<file path="src/logic/axr_map.svh">
// Constants for the auxiliary converter readout: divider, widths, readback addresses
`ifndef AXR_MAP_SVH
`define AXR_MAP_SVH
`define AXR_NUM_CHANNELS    6
`define AXR_RESULT_BITS     10
`define AXR_SAMPLE_DIVIDE   6144
`define AXR_READBACK_BASE   16'hF5A0
`define AXR_READBACK_LAST   16'hF5A5
`define AXR_READ_WIDTH      16
`define AXR_CODE_ZERO       10'h000
`define AXR_CODE_FULL       10'h3FF
`endif

</file>
<file path="src/logic/axr_pkg.sv">
// Types shared by the auxiliary converter readout
package axr_pkg;
  typedef logic [9:0]  axr_code_t;
  typedef logic [15:0] axr_addr_t;
  typedef logic [15:0] axr_word_t;
  typedef enum logic [1:0] {
    AXR_IDLE,
    AXR_CAPTURE,
    AXR_PUSH
  } axr_state_t;
endpackage : axr_pkg

</file>
<file path="src/logic/axr_readout.sv">
// Auxiliary converter readout: sample strobe, readback registers, DSP stream
//
// Notes on behaviour
// Six independent channels each deliver a 10-bit result for their own input.
// Every channel is sampled once per 6144 system clock cycles.
// The sample rate is a fixed division of mclk, so it tracks the system clock.
// Results are unsigned, zero for ground and all ones for the analog supply.
// Each channel's latest result sits in its own readback register for the host.
// Input n goes to auxiliary slot n of the DSP program.
// Readback registers lie at 0xF5A0 plus channel, up to 0xF5A5.
// Readback changes only on the sample strobe, right-justified, upper bits zero.
`timescale 1ns/100ps
`include "axr_map.svh"

module axr_readout #(
  parameter int DIVIDE = `AXR_SAMPLE_DIVIDE,
  parameter int NCH    = `AXR_NUM_CHANNELS
) (
  input  wire logic                        mclk,
  input  wire logic                        rstn,
  input  wire logic [NCH*10-1:0]           conv_result,
  input  wire axr_pkg::axr_addr_t          host_addr,
  input  wire logic                        host_rd,
  output      axr_pkg::axr_word_t          host_rdata,
  output      logic                        host_rvalid,
  output      logic                        host_hit,
  output      logic                        sample_strobe,
  output      logic                        dsp_valid,
  input  wire logic                        dsp_ready,
  output      logic [2:0]                  dsp_slot,
  output      axr_pkg::axr_code_t          dsp_data
);
  import axr_pkg::*;

  // 13 bits covers the default ratio; a DIVIDE above 8192 needs a wider counter
  logic [12:0]      div_cnt;
  axr_code_t        aux_channel_readback [NCH];
  axr_state_t       state;
  logic [2:0]       push_ch;
  // Two-entry buffer toward the DSP
  logic [12:0]      buf_mem [2];
  logic             wr_ptr;
  logic             rd_ptr;
  logic [1:0]       buf_cnt;
  logic             buf_push;
  logic             buf_pop;
  logic             out_full;
  logic [15:0]      rel_addr;
  logic [2:0]       exp_slot;

  // Free divider from mclk, so the rate scales with the clock
  always_ff @(posedge mclk) begin
    if (!rstn) begin
      div_cnt       <= 13'h0000;
      sample_strobe <= 1'b0;
    end else if (div_cnt == 13'(DIVIDE - 1)) begin
      div_cnt       <= 13'h0000;
      sample_strobe <= 1'b1; // see
    end else begin
      div_cnt       <= div_cnt + 13'h0001;
      sample_strobe <= 1'b0;
    end
  end

  // Capture all channels at once; a host read never sees half an update
  genvar g;
  generate
    for (g = 0; g < NCH; g++) begin : g_ch
      always_ff @(posedge mclk) begin
        if (!rstn) begin
          aux_channel_readback[g] <= `AXR_CODE_ZERO;
        end else if (div_cnt == 13'(DIVIDE - 1)) begin
          aux_channel_readback[g] <= conv_result[g*10 +: 10]; // see see
        end
      end
      chk_readback_hold: assert property (@(posedge mclk) disable iff (!rstn)
        $past(div_cnt) != 13'(DIVIDE - 1) |-> $stable(aux_channel_readback[g]))
        else $error("readback changed without strobe");
      chk_readback_cap: assert property (@(posedge mclk) disable iff (!rstn)
        (div_cnt == 13'(DIVIDE - 1))
        |=> aux_channel_readback[g] == $past(conv_result[g*10 +: 10]))
        else $error("channel capture wrong");
    end
  endgenerate

  // Host readback decode; the range test keeps a wrapped offset from aliasing
  // Data and hit hold between reads, so a slow host may sample late
  assign rel_addr = host_addr - `AXR_READBACK_BASE;
  always_ff @(posedge mclk) begin
    if (!rstn) begin
      host_rdata  <= 16'h0000;
      host_rvalid <= 1'b0;
      host_hit    <= 1'b0;
    end else begin
      host_rvalid <= host_rd;
      if (host_rd && host_addr >= `AXR_READBACK_BASE && host_addr <= `AXR_READBACK_LAST
          && rel_addr < 16'(NCH)) begin
        host_rdata <= {6'h00, aux_channel_readback[rel_addr[2:0]]}; // see
        host_hit   <= 1'b1;
      end else if (host_rd) begin
        host_rdata <= 16'h0000; // Unmapped reads return zero
        host_hit   <= 1'b0;
      end
    end
  end

  // Walk the channels into the buffer after each strobe
  // A strobe landing while a walk is stalled is skipped, and the
  // rest of that walk then carries the newer capture
  always_ff @(posedge mclk) begin
    if (!rstn) begin
      state   <= AXR_IDLE;
      push_ch <= 3'h0;
    end else begin
      case (state)
        AXR_IDLE: begin
          if (sample_strobe) begin
            state   <= AXR_PUSH;
            push_ch <= 3'h0;
          end
        end
        AXR_PUSH: begin
          if (buf_push) begin
            if (push_ch == 3'(NCH - 1)) begin
              state <= AXR_IDLE;
            end else begin
              push_ch <= push_ch + 3'h1;
            end
          end
        end
        default: state <= AXR_IDLE;
      endcase
    end
  end

  // Stall on a full buffer so no word is lost
  // Slot and code travel as one entry so they can never part
  assign buf_push = (state == AXR_PUSH) && (buf_cnt != 2'h2);
  assign buf_pop  = (buf_cnt != 2'h0) && (!out_full || (dsp_valid && dsp_ready));

  always_ff @(posedge mclk) begin
    if (!rstn) begin
      wr_ptr  <= 1'b0;
      rd_ptr  <= 1'b0;
      buf_cnt <= 2'h0;
    end else begin
      if (buf_push) begin
        buf_mem[wr_ptr] <= {push_ch, aux_channel_readback[push_ch]};
        wr_ptr          <= ~wr_ptr;
      end
      if (buf_pop) begin
        rd_ptr <= ~rd_ptr;
      end
      buf_cnt <= buf_cnt + {1'b0, buf_push} - {1'b0, buf_pop};
    end
  end

  // Registered output stage toward the DSP
  assign out_full = dsp_valid;
  always_ff @(posedge mclk) begin
    if (!rstn) begin
      dsp_valid <= 1'b0;
      dsp_slot  <= 3'h0;
      dsp_data  <= `AXR_CODE_ZERO;
    end else if (buf_pop) begin
      dsp_valid <= 1'b1;
      dsp_slot  <= buf_mem[rd_ptr][12:10];
      dsp_data  <= buf_mem[rd_ptr][9:0];
    end else if (dsp_ready) begin
      dsp_valid <= 1'b0;
    end
  end

  // Slot expected next on the stream; feeds the order check only
  always_ff @(posedge mclk) begin
    if (!rstn) begin
      exp_slot <= 3'h0;
    end else if (dsp_valid && dsp_ready) begin
      exp_slot <= (dsp_slot == 3'(NCH - 1)) ? 3'h0 : dsp_slot + 3'h1;
    end
  end

  // Checks
  chk_strobe_period: assert property (@(posedge mclk) disable iff (!rstn)
    sample_strobe |=> !sample_strobe [*8])
    else $error("sample strobe repeated too soon");
  chk_strobe_source: assert property (@(posedge mclk) disable iff (!rstn)
    sample_strobe |-> $past(div_cnt) == 13'(DIVIDE - 1))
    else $error("strobe without divider wrap");
  chk_div_range: assert property (@(posedge mclk) disable iff (!rstn)
    div_cnt < 13'(DIVIDE))
    else $error("divider count out of range");
  chk_read_upper: assert property (@(posedge mclk) disable iff (!rstn)
    host_rvalid |-> host_rdata[15:10] == 6'h00)
    else $error("upper readback bits not zero");
  chk_read_map: assert property (@(posedge mclk) disable iff (!rstn)
    host_rd && host_addr == 16'hF5A5 |=> host_hit)
    else $error("last readback address missed");
  chk_read_data: assert property (@(posedge mclk) disable iff (!rstn)
    host_rd && host_addr == 16'hF5A2 && div_cnt != 13'(DIVIDE - 1)
    |=> host_rdata[9:0] == aux_channel_readback[2])
    else $error("readback data mismatch");
  chk_dsp_hold: assert property (@(posedge mclk) disable iff (!rstn)
    dsp_valid && !dsp_ready |=> dsp_valid && $stable(dsp_slot) && $stable(dsp_data))
    else $error("dsp word dropped under stall");
  chk_rate_follow: assert property (@(posedge mclk) disable iff (!rstn)
    sample_strobe |-> div_cnt == 13'h0000)
    else $error("strobe not aligned to divider");
  chk_read_miss: assert property (@(posedge mclk) disable iff (!rstn)
    host_rd && (host_addr < `AXR_READBACK_BASE || host_addr > `AXR_READBACK_LAST)
    |=> !host_hit && host_rdata == 16'h0000)
    else $error("unmapped read returned data");
  // Stream order and buffer bounds
  chk_slot_range: assert property (@(posedge mclk) disable iff (!rstn)
    dsp_valid |-> dsp_slot < 3'(NCH))
    else $error("dsp slot beyond last channel");
  chk_slot_order: assert property (@(posedge mclk) disable iff (!rstn)
    dsp_valid |-> dsp_slot == exp_slot)
    else $error("dsp slot out of order");
  chk_buf_bound: assert property (@(posedge mclk) disable iff (!rstn)
    buf_cnt != 2'h3)
    else $error("stream buffer overflow");
endmodule : axr_readout

</file>
<file path="config.mk">
export PLATFORM = sky130hd
export DESIGN_NAME = axr_readout
export DESIGN_NICKNAME = d
export VERILOG_FILES = /design/src/logic/axr_pkg.sv /design/src/logic/axr_readout.sv
export VERILOG_INCLUDE_DIRS = /design/src /design/src/logic
export SDC_FILE = /design/constraint.sdc
export NUM_CORES = 1
export LEC_CHECK = 0
export BUFFER_PORTS_ARGS = -buffer_cell sky130_fd_sc_hd__buf_2
export CELL_PAD_IN_SITES_DETAIL_PLACEMENT = 0
export CELL_PAD_IN_SITES_GLOBAL_PLACEMENT = 1
export CORE_UTILIZATION = 44
export DETAILED_ROUTE_END_ITERATION = 6
export PLACE_DENSITY_LB_ADDON = 0.1
export SKIP_CTS_REPAIR_TIMING = 1
export SYNTH_ARGS = -nofsm -noshare
export SYNTH_HDL_FRONTEND = slang
export SYNTH_SLANG_ARGS = --single-unit
</file>
<file path="constraint.sdc">
create_clock -name mclk -period 3.96 [get_ports mclk]
set_input_delay 0.594 -clock mclk [delete_from_list [all_inputs] [get_ports mclk]]
set_output_delay 0.594 -clock mclk [all_outputs]
set_load 0.05 [all_outputs]
</file>
After elaboration in Yosys (flattened, before gate mapping):

Memory sizes are Yosys's and may differ from the RTL's. A register that Yosys moved wholly into a read port is not among the register bits.
Index checks and enable logic that the tools add are counted.

* word-level logic and storage cells: 84
* bits in registers: 36
* bits of input ports: 80
* memories kept: 2
* memory bits (writable): 86
* output and inout bits: 33

* reductions and logical operators: 17
* $add $sub $neg: 5
* order comparisons: 3
* mux-type cells: 29
* equal/unequal tests: 8
* bitwise operators: 9

Memories
* aux_channel_readback: words 6, width 10, read ports 2, clocked after memory_dff 1, wr ports 6, line axr_readout.sv:37 `axr_code_t aux_channel_readback [NCH];`
* buf_mem: words 2, width 13, read ports 1, clocked after memory_dff 1, wr ports 1, line axr_readout.sv:41 `logic [12:0] buf_mem [2];`

Operators by type and width (count)
* 10-bit 2-to-1 mux: 8
* 16-bit greater-or-equal comparator, second input constant: 1
* 16-bit less-or-equal comparator, second input constant: 1
* 16-bit by 3-bit < comparator with 1-bit output, second input constant: 1
* 16-bit subtractor, second input constant: 1
* 3-bit 2-to-1 mux: 5
* 13-bit by 1-bit adder with 13-bit output, second input constant: 1
* 13-bit equality test, second input constant: 1
* 1-bit 2-to-1 mux: 11
* 2-bit inequality test, second input constant: 5
* 2-bit nonzero test: 4
* 1-bit logical AND: 6
* 2-bit 2-to-1 mux: 3
* 1-bit OR: 6
* 3-bit case mux with 2 select lines: 1
* 2-bit case mux with 2 select lines: 1
* 4-bit AND reduction: 1
* 3-bit by 1-bit adder with 3-bit output, second input constant: 1
* 3-bit equality test, second input constant: 1
* 1-bit NOT: 3
* 3-bit AND reduction: 1
* 2-bit by 1-bit adder with 2-bit output: 1
* 2-bit equality test, second input constant: 1
* 1-bit zero test: 2
* 4 further kinds: 4

Logic depth before layout (Yosys ltp):

Gate-level depths: netlist of run 1.

* depth after elaboration: 6
* depth in mapped cells: 9
* gate-level depth less buffers: 8

Least setup slack after synthesis of run 1:

OpenSTA, ideal clock, no wires.

* kind: flip-flop to flip-flop
* start point: register div_cnt[0]
* end point: memory aux_channel_readback[0][0] in the netlist's numbering (enable)
* stages on the path, launching flop included: 6
* clock period less this slack: 2.944 ns
* buffers on the path: 0
* arrival: 2.518 ns
* library setup time: 0.426 ns
* slack: 1.016 ns
* required time: 3.534 ns
* cells stage by stage: dfxtp_1 > ha_1 > nand2_1 > nor3_2 > nand4b_1 > nand2_1

RTL lines
* start, declared: line axr_readout.sv:36 `logic [12:0] div_cnt;`
* start signal, assigned: line axr_readout.sv:60 `div_cnt <= div_cnt + 13'h0001;`
* end, declared: line axr_readout.sv:37

==> reports/qor.txt, run 1 <==
Unrepaired setup endpoints after global routing - no
Crit Path Category - flip-flop to flip-flop
Number of synthesized flops with an enable pin - 86
Status - completed
Slew Limit Headroom - 0.285
GP Congestion - 0.751
Mapped Area - 0.00615 mm²
P_leak - 2.96 nW
Placed Cells - 772
Synth unique cells - 42
Initial core utilization - 0.457
Synthesis warning total - 0
Vias in the first global route - 4,060
Chip Width - 120 µm
CTS max path bufs - 2
Largest net degree at the start of global routing - 62
Finished Layout Cells - 804
CTS tree - yes
Num rows - 42
Nets - 701
Asr flop ratio synth - 0
Vias per cell - 5.05
Most used flip-flop cell after synthesis - edfxtp_1
# diodes - 0
Total wire length - 12,300 µm
Hold Crit Depth - 2
Area Growth Syn to Fin - 20.2%
Hold path start - host_rdata[1]$_SDFFE_PN0P_
Fraction of layout cells with a size suffix above 1 - 0.260
FILL cells - 1,201
Drt pass-1 iters - 4
Critical Path RT - 4.06 ns
Worst R2R Path Depth - 6
Avg Synthesized Cell Area - 12.0 µm²
Slew Limit Fails - 0
Post-route minimum period - 2.51 ns
Worst Tran Pin Value - 1.07 ns
Setup crit end kind - flip-flop
Die Y - 120 µm
Root Driver - clkbuf_16
Pwr/cell area - 519 mW/mm²
ANT nets after route - 0
Clock Latency Late Sink - 0.41 ns
Post-synth top cells - edfxtp_1 (86), and2_1 (63), dfxtp_1 (51)
Reg2reg setup slack - 1.45 ns
Top-count cell post-synth - edfxtp_1
Design Area, Final - 0.00740 mm²
Grt ovf - 0
Setup ws final - 1.45 ns
CP Launch Type - flip-flop
Fin util - 0.550
Cell accounting for the most synthesized area - edfxtp_1
Post-synth top area share - 0.420
Die area - 0.0145 mm²
GR Util All Layers - 0.184
H-tree lvl count - 4
Setup_tns - 0 ns
Ports - 113
Drt first-iter violations - 211
CTS Buf Count - 17
Pwr Total - 3.84 mW
Core Region - 0.0135 mm²
VDD IR max - 281 µV
Hold Violations, Final - 0
Vias - 4,063
Crit Path Max Fanout - 41
Placed Area - 0.00684 mm²
Sequential fraction of the synthesis area - 0.586
DRC Markers - 0
FMAX - 399 MHz
Worst-path clk slew - 0.06 ns
Initial antenna violation count - 0
Port Buffers - 106
DP Wirelength - 8720 µm
Worst flop-to-flop path endpoint - aux_channel_readback[3][5]$_SDFFCE_PN0P_
Clock sink total - 137
Final period utilization - 0.633
Hold path endpoint - host_rdata[1]$_SDFFE_PN0P_
Synthesis-stage register bit count - 137
Max_cap viols - 0
Fin Hold WS - 0.452 ns
Endpoints failing setup - 0
Worst r2r src - div_cnt[0]$_SDFF_PP0_
Mapped Cells - 512
Max Clock Skew - 0.00611 ns
CP arrival - 2.61 ns
Wirelength per Cell - 15.3 µm
First-pass GRT wire length - 19,900 µm
Area contributors post-synth - edfxtp_1 (42%), dfxtp_1 (17%), mux2i_1 (8.1%)
Worst hold path type - flip-flop to flip-flop
Place WS - 1.34 ns
sequential cells by signal, summed over array words and instances (netlist names), 2 cells and up, named ones only:
name	count
aux_channel_readback	60
dsp_data	10
buf_cnt	2
dsp_slot	3
buf_mem	26
push_ch	3
host_rdata	10
div_cnt	13
area by class of cell:
class / instances / area [µm²] / area share
clock buffer: 23 / 489 / 0.0661
clock inverter: 9 / 72.6 / 0.00981
inverter: 8 / 30.0 / 0.00406
multi-input combinational: 340 / 2400 / 0.325
sequential: 137 / 3600 / 0.487
tap: 176 / 220 / 0.0298
timing repair buffer: 111 / 581 / 0.0785
critical path, stage by stage (launching register included):
cell      delay (ns)
dfxtp_1         0.39
ha_1            0.23
nand2_1         0.10
nor3_2          0.31
nand4b_1        0.26
nand2_2         0.58
buf_12          0.31
worst max-delay path by stage:
stage                                     start                                  endpoint  slack (ns)
after floorplan           div_cnt[0]$_SDFF_PP0_  aux_channel_readback[0][0]$_SDFFCE_PN0P_        1.02
after detailed placement                   rstn  aux_channel_readback[3][0]$_SDFFCE_PN0P_        1.34
final                     div_cnt[0]$_SDFF_PP0_  aux_channel_readback[3][5]$_SDFFCE_PN0P_        1.45
after global placement                     rstn                   buf_mem[0][4]$_DFFE_PP_        1.36
after CTS                 div_cnt[0]$_SDFF_PP0_  aux_channel_readback[3][0]$_SDFFCE_PN0P_        1.39
after global routing      div_cnt[0]$_SDFF_PP0_  aux_channel_readback[3][0]$_SDFFCE_PN0P_        1.10
power breakdown:
part / total (mW) / switching [mW] / internal [mW]
Clock: 1.48 / 0.552 / 0.924
Combinational: 0.667 / 0.441 / 0.226
Sequential: 1.69 / 0.0811 / 1.61
Total: 3.84 / 1.07 / 2.76
cells in the final DEF (no fill, tap or decap), types with 3 or more instances in the layout:
master     Yosys  routed
buf_2          4     106
edfxtp_1      86      86
and2_1        63      63
dfxtp_1       51      51
mux2i_1       50      50
nor2_1        50      48
nand2_1       44      43
clkbuf_16      0      18
a21oi_1       13      13
a211oi_1      13      13
mux4_2        12      12
a22oi_1       10      10
xor2_1         9       9
inv_1          8       8
o21ai_0        8       8
xnor2_1        7       7
nand3_1        6       6
o21ai_2        6       6
ha_1           6       6
conb_1         1       6
nor2b_1        4       4
nand4_1        4       4
clkinv_2       0       4
buf_4          7       4
nor3_2         1       3
and3_1         3       3
o21ai_1        3       3
clkbuf_1      16       3
routing by layer:
metal  vias up  global-route usage  wire length (µm)
met1      1898               0.231              5660
met2       118               0.300              5810
li1       2032                   -                 -
met5         -                   0                 0
met4         0              0.0656               179
met3        15              0.0561               649
kinds of logic (layout without fill, tap and decap cells):
family / after synthesis / after routing / share of synthesized area
flip-flops: 137 / 137 / 0.586
other: 1 / 6 / 0.000609
buffers and inverters: 40 / 151 / 0.0307
adder cells (fa/ha/maj): 6 / 6 / 0.0122
XOR/XNOR: 16 / 16 / 0.0228
AND/OR/NAND/NOR: 187 / 187 / 0.153
multiplexers: 62 / 62 / 0.125
AO/OA/AOI/OAI: 63 / 63 / 0.0704
Power figures use the tool's default switching activity.
==> run 2: changes to the inputs <==
--- a/config.mk
+++ b/config.mk
@@ -6,10 +6,11 @@
 export SDC_FILE = /design/constraint.sdc
 export NUM_CORES = 1
 export LEC_CHECK = 0
+export ABC_AREA = 1
 export BUFFER_PORTS_ARGS = -buffer_cell sky130_fd_sc_hd__buf_2
 export CELL_PAD_IN_SITES_DETAIL_PLACEMENT = 0
 export CELL_PAD_IN_SITES_GLOBAL_PLACEMENT = 1
-export CORE_UTILIZATION = 44
+export CORE_UTILIZATION = 43
 export DETAILED_ROUTE_END_ITERATION = 6
 export PLACE_DENSITY_LB_ADDON = 0.1
 export SKIP_CTS_REPAIR_TIMING = 1
==> constraint.sdc (replaced) <==
create_clock -name mclk -period 2.6 [get_ports mclk]
set_input_delay 0.39 -clock mclk [delete_from_list [all_inputs] [get_ports mclk]]
set_output_delay 0.39 -clock mclk [all_outputs]
set_load 0.05 [all_outputs]
==> reports/qor.txt, run 2 <==
Sequence of cells on the critical path - ha_1, nand2_1, nor2_2, inv_2, nor2_4, nand2_4, nor2_8, nand4_4, nor2_8, inv_6, buf_4, nor2_4
Hold path start - host_rd
Reg2reg setup slack - 0.56 ns (-0.89 ns)
Avg Synthesized Cell Area - 9.16 µm² (-24%)
CP arrival - 2.22 ns (-0.39 ns)
Largest net degree at the start of global routing - 74 (+19%)
H-tree lvl count - 4 (unchanged)
Final period utilization - 0.785 (+0.152)
Critical path's slowest cell - inv_6
Fraction of layout cells with a size suffix above 1 - 0.273 (+0.0130)
Nets - 972 (+39%)
P_leak - 3.55 nW (+20%)
Clock share of power - 0.383 (-0.002)
Sequential share of power - 0.424 (-0.017)
Crit. Startpoint - div_cnt[0]$_SDFF_PP0_
Max Clock Skew - 0.0170 ns (+0.0109 ns)
Place WS - 0.542 ns (-0.796 ns)
Largest register FFs - 60 (unchanged)
Pwr/cell area - 728 mW/mm² (+40%)
Critical Path RT - 2.78 ns (-1.28 ns)
Die area - 0.0172 mm² (+19%)
Chip Width - 131 µm (+9.1%)
Crit Path Max Fanout - 25 (-39%)
Finished Layout Cells - 1,115 (+39%)
Clock sink total - 137 (unchanged)
Comb pwr share - 0.193 (+0.019)
Area contributors post-synth - edfxtp_1 (36%), dfxtp_1 (14%), nor2_4 (9.7%)
Synth unique cells - 39 (-7.1%)
Worst r2r src - div_cnt[0]$_SDFF_PP0_
Wirelength per Cell - 14.0 µm (-8.7%)
Vias per cell - 4.82 (-4.7%)
Drt first-iter violations - 311 (+47%)
Placed Cells - 1,083 (+40%)
CTS Buf Count - 17 (unchanged)
Asr flop ratio synth - 0 (unchanged)
Sequential fraction of the synthesis area - 0.502 (-0.0839)
Post-synth top area share - 0.360 (-0.0601)
Slew Limit Fails - 0 (unchanged)
Port Buffers - 106 (unchanged)
Post-synth top cells - nand2_1 (138), inv_1 (107), edfxtp_1 (86)
Post-route minimum period - 2.04 ns (-0.467 ns)
Number of synthesized flops with an enable pin - 86 (unchanged)
Root Driver - clkbuf_16
Area of the multi-input gates - 0.00284 mm² (+18%)
Most frequent cells in the layout - nand2_1 (137), inv_1 (107), buf_2 (106), edfxtp_1 (86), nor2_1 (64)
Hold Crit Depth - 3 (+1)
Mapped Area - 0.00718 mm² (+17%)
Largest regs - aux_channel_readback (60), buf_mem (26), div_cnt (13)
CP Launch Type - flip-flop
First-pass GRT wire length - 25,300 µm (+27%)
GP Congestion - 0.889 (+18%)
CTS max path bufs - 2 (unchanged)
DP Wirelength - 11,500 µm (+32%)
Most common cell after layout, fill and taps aside - nand2_1
Max incr delay on CP - 0.35 ns (-0.23 ns)
Switching part of the total power - 0.316 (+0.0363)
# diodes - 0 (unchanged)
FMAX - 490 MHz (+23%)
Worst-path clk slew - 0.06 ns (about the same)
Worst Tran Pin Value - 0.726 ns (-0.345 ns)
Unrepaired setup endpoints after global routing - no
Core Region - 0.0161 mm² (+20%)
Most used flip-flop cell after synthesis - edfxtp_1
Largest reg by FF count - aux_channel_readback
Setup_tns - 0 ns (unchanged)
Total wire length - 15,600 µm (+27%)
Hold path endpoint - host_rvalid$_SDFF_PN0_
Cell accounting for the most synthesized area - edfxtp_1
Max_cap viols - 0 (unchanged)
Register area - 0.00360 mm² (unchanged)
Ports - 113 (unchanged)
Slew Limit Headroom - 0.515 (+0.230)
Die Y - 131 µm (+9.1%)
Vias in the first global route - 5,142 (+27%)
Initial antenna violation count - 0 (unchanged)
Switching power - 1.94 mW (+81%)
Drt pass-1 iters - 5 (+1)
GR Util All Layers - 0.190 (+0.00585)
Initial core utilization - 0.446 (-0.0118)
Endpoints failing setup - 0 (unchanged)
Worst R2R Path Depth - 12 (+6)
Fin util - 0.523 (-0.0265)
FILL cells - 1,510 (+26%)
Hold Violations, Final - 0 (unchanged)
Mapped Cells - 784 (+53%)
Clock Latency Late Sink - 0.43 ns (+0.02 ns)
CTS tree - yes
ANT nets after route - 0 (unchanged)
Worst hold path type - primary input to flip-flop
Setup ws final - 0.559 ns (-0.893 ns)
Top-count cell post-synth - nand2_1
Status - completed
Num rows - 46 (+9.5%)
Synthesis warning total - 0 (unchanged)
Grt ovf - 0 (unchanged)
Internal Power - 4.20 mW (+52%)
Area Growth Syn to Fin - 17.5%
Worst flop-to-flop path endpoint - aux_channel_readback[3][0]$_SDFFCE_PN0P_
Synthesis-stage register bit count - 137 (unchanged)
Setup crit end kind - flip-flop
Crit Path Category - flip-flop to flip-flop
VDD IR max - 572 µV (+100%)
Vias - 5,369 (+32%)
DRC Markers - 0 (unchanged)
==> run 2: power groups by stage <==
stage | clock network [mW] | logic [mW] | registers [mW]
4_1_cts | 2.39 | 1.20 | 2.61
2_1_floorplan | 0 | 0.506 | 3.00
3_5_place_dp | 0 | 1.19 | 2.65
5_1_grt | 2.48 | 1.29 | 2.63
3_3_place_gp | 0 | 1.18 | 2.65
6_report | 2.35 | 1.18 | 2.61
==> run 2: cell families after synthesis <==
family / count (synthesis) / synth area share
DFF: 137 / 0.502
AOI/OAI and AO/OA: 134 / 0.102
buffers and inverters: 160 / 0.105
adders and majority gates: 6 / 0.0105
xor gates and xnor gates: 4 / 0.00488
and+or+nand+nor: 342 / 0.276
other: 1 / 0.000522
==> run 2: routing by layer <==
metal  vias up  GRT usage  part of all wire
li1       2740          -                 -
met1      2454      0.242              0.46
met2       150      0.303              0.47
met3        25     0.0459             0.048
met4         0     0.0863             0.027
met5         -          0                 0
==> run 2: area by class of cell <==
class	count	area share
clock inverter	13	0.0171
multi-input combinational	492	0.337
tap	216	0.0320
inverter	116	0.0522
clock buffer	19	0.0513
timing repair buffer	122	0.0831
sequential	137	0.427
==> run 2: stage by stage <==
stage | hold WS (ns) | cell area (µm²) | total power, mW
floorplan | 0.418 | 7200 | 3.51
global route | 0.229 | 8440 | 6.40
finish | 0.201 | 8440 | 6.14
global placement | 0.430 | 7860 | 3.82
CTS | 0.183 | 8440 | 6.20
detailed placement | 0.451 | 7860 | 3.84
==> run 2: how the worst max path moves through the flow <==
stage                                                     to  slack (ns)  depth (start not counted)
finish              aux_channel_readback[3][0]$_SDFFCE_PN0P_        0.56                         12
detailed placement  aux_channel_readback[3][0]$_SDFFCE_PN0P_        0.54                         12
global route        aux_channel_readback[3][7]$_SDFFCE_PN0P_        0.43                         12
global placement    aux_channel_readback[1][0]$_SDFFCE_PN0P_        0.58                         12
CTS                 aux_channel_readback[3][7]$_SDFFCE_PN0P_        0.53                         12
floorplan           aux_channel_readback[0][0]$_SDFFCE_PN0P_        0.45                         10
==> run 2: critical path: cells and delay by family, from the launching register on <==
kind / cells / cell delay, ns
buffers and inverters: 3 / 0.75
flip-flops: 1 / 0.32
adder cells (fa/ha/maj): 1 / 0.21
AND/OR/NAND/NOR: 8 / 0.51
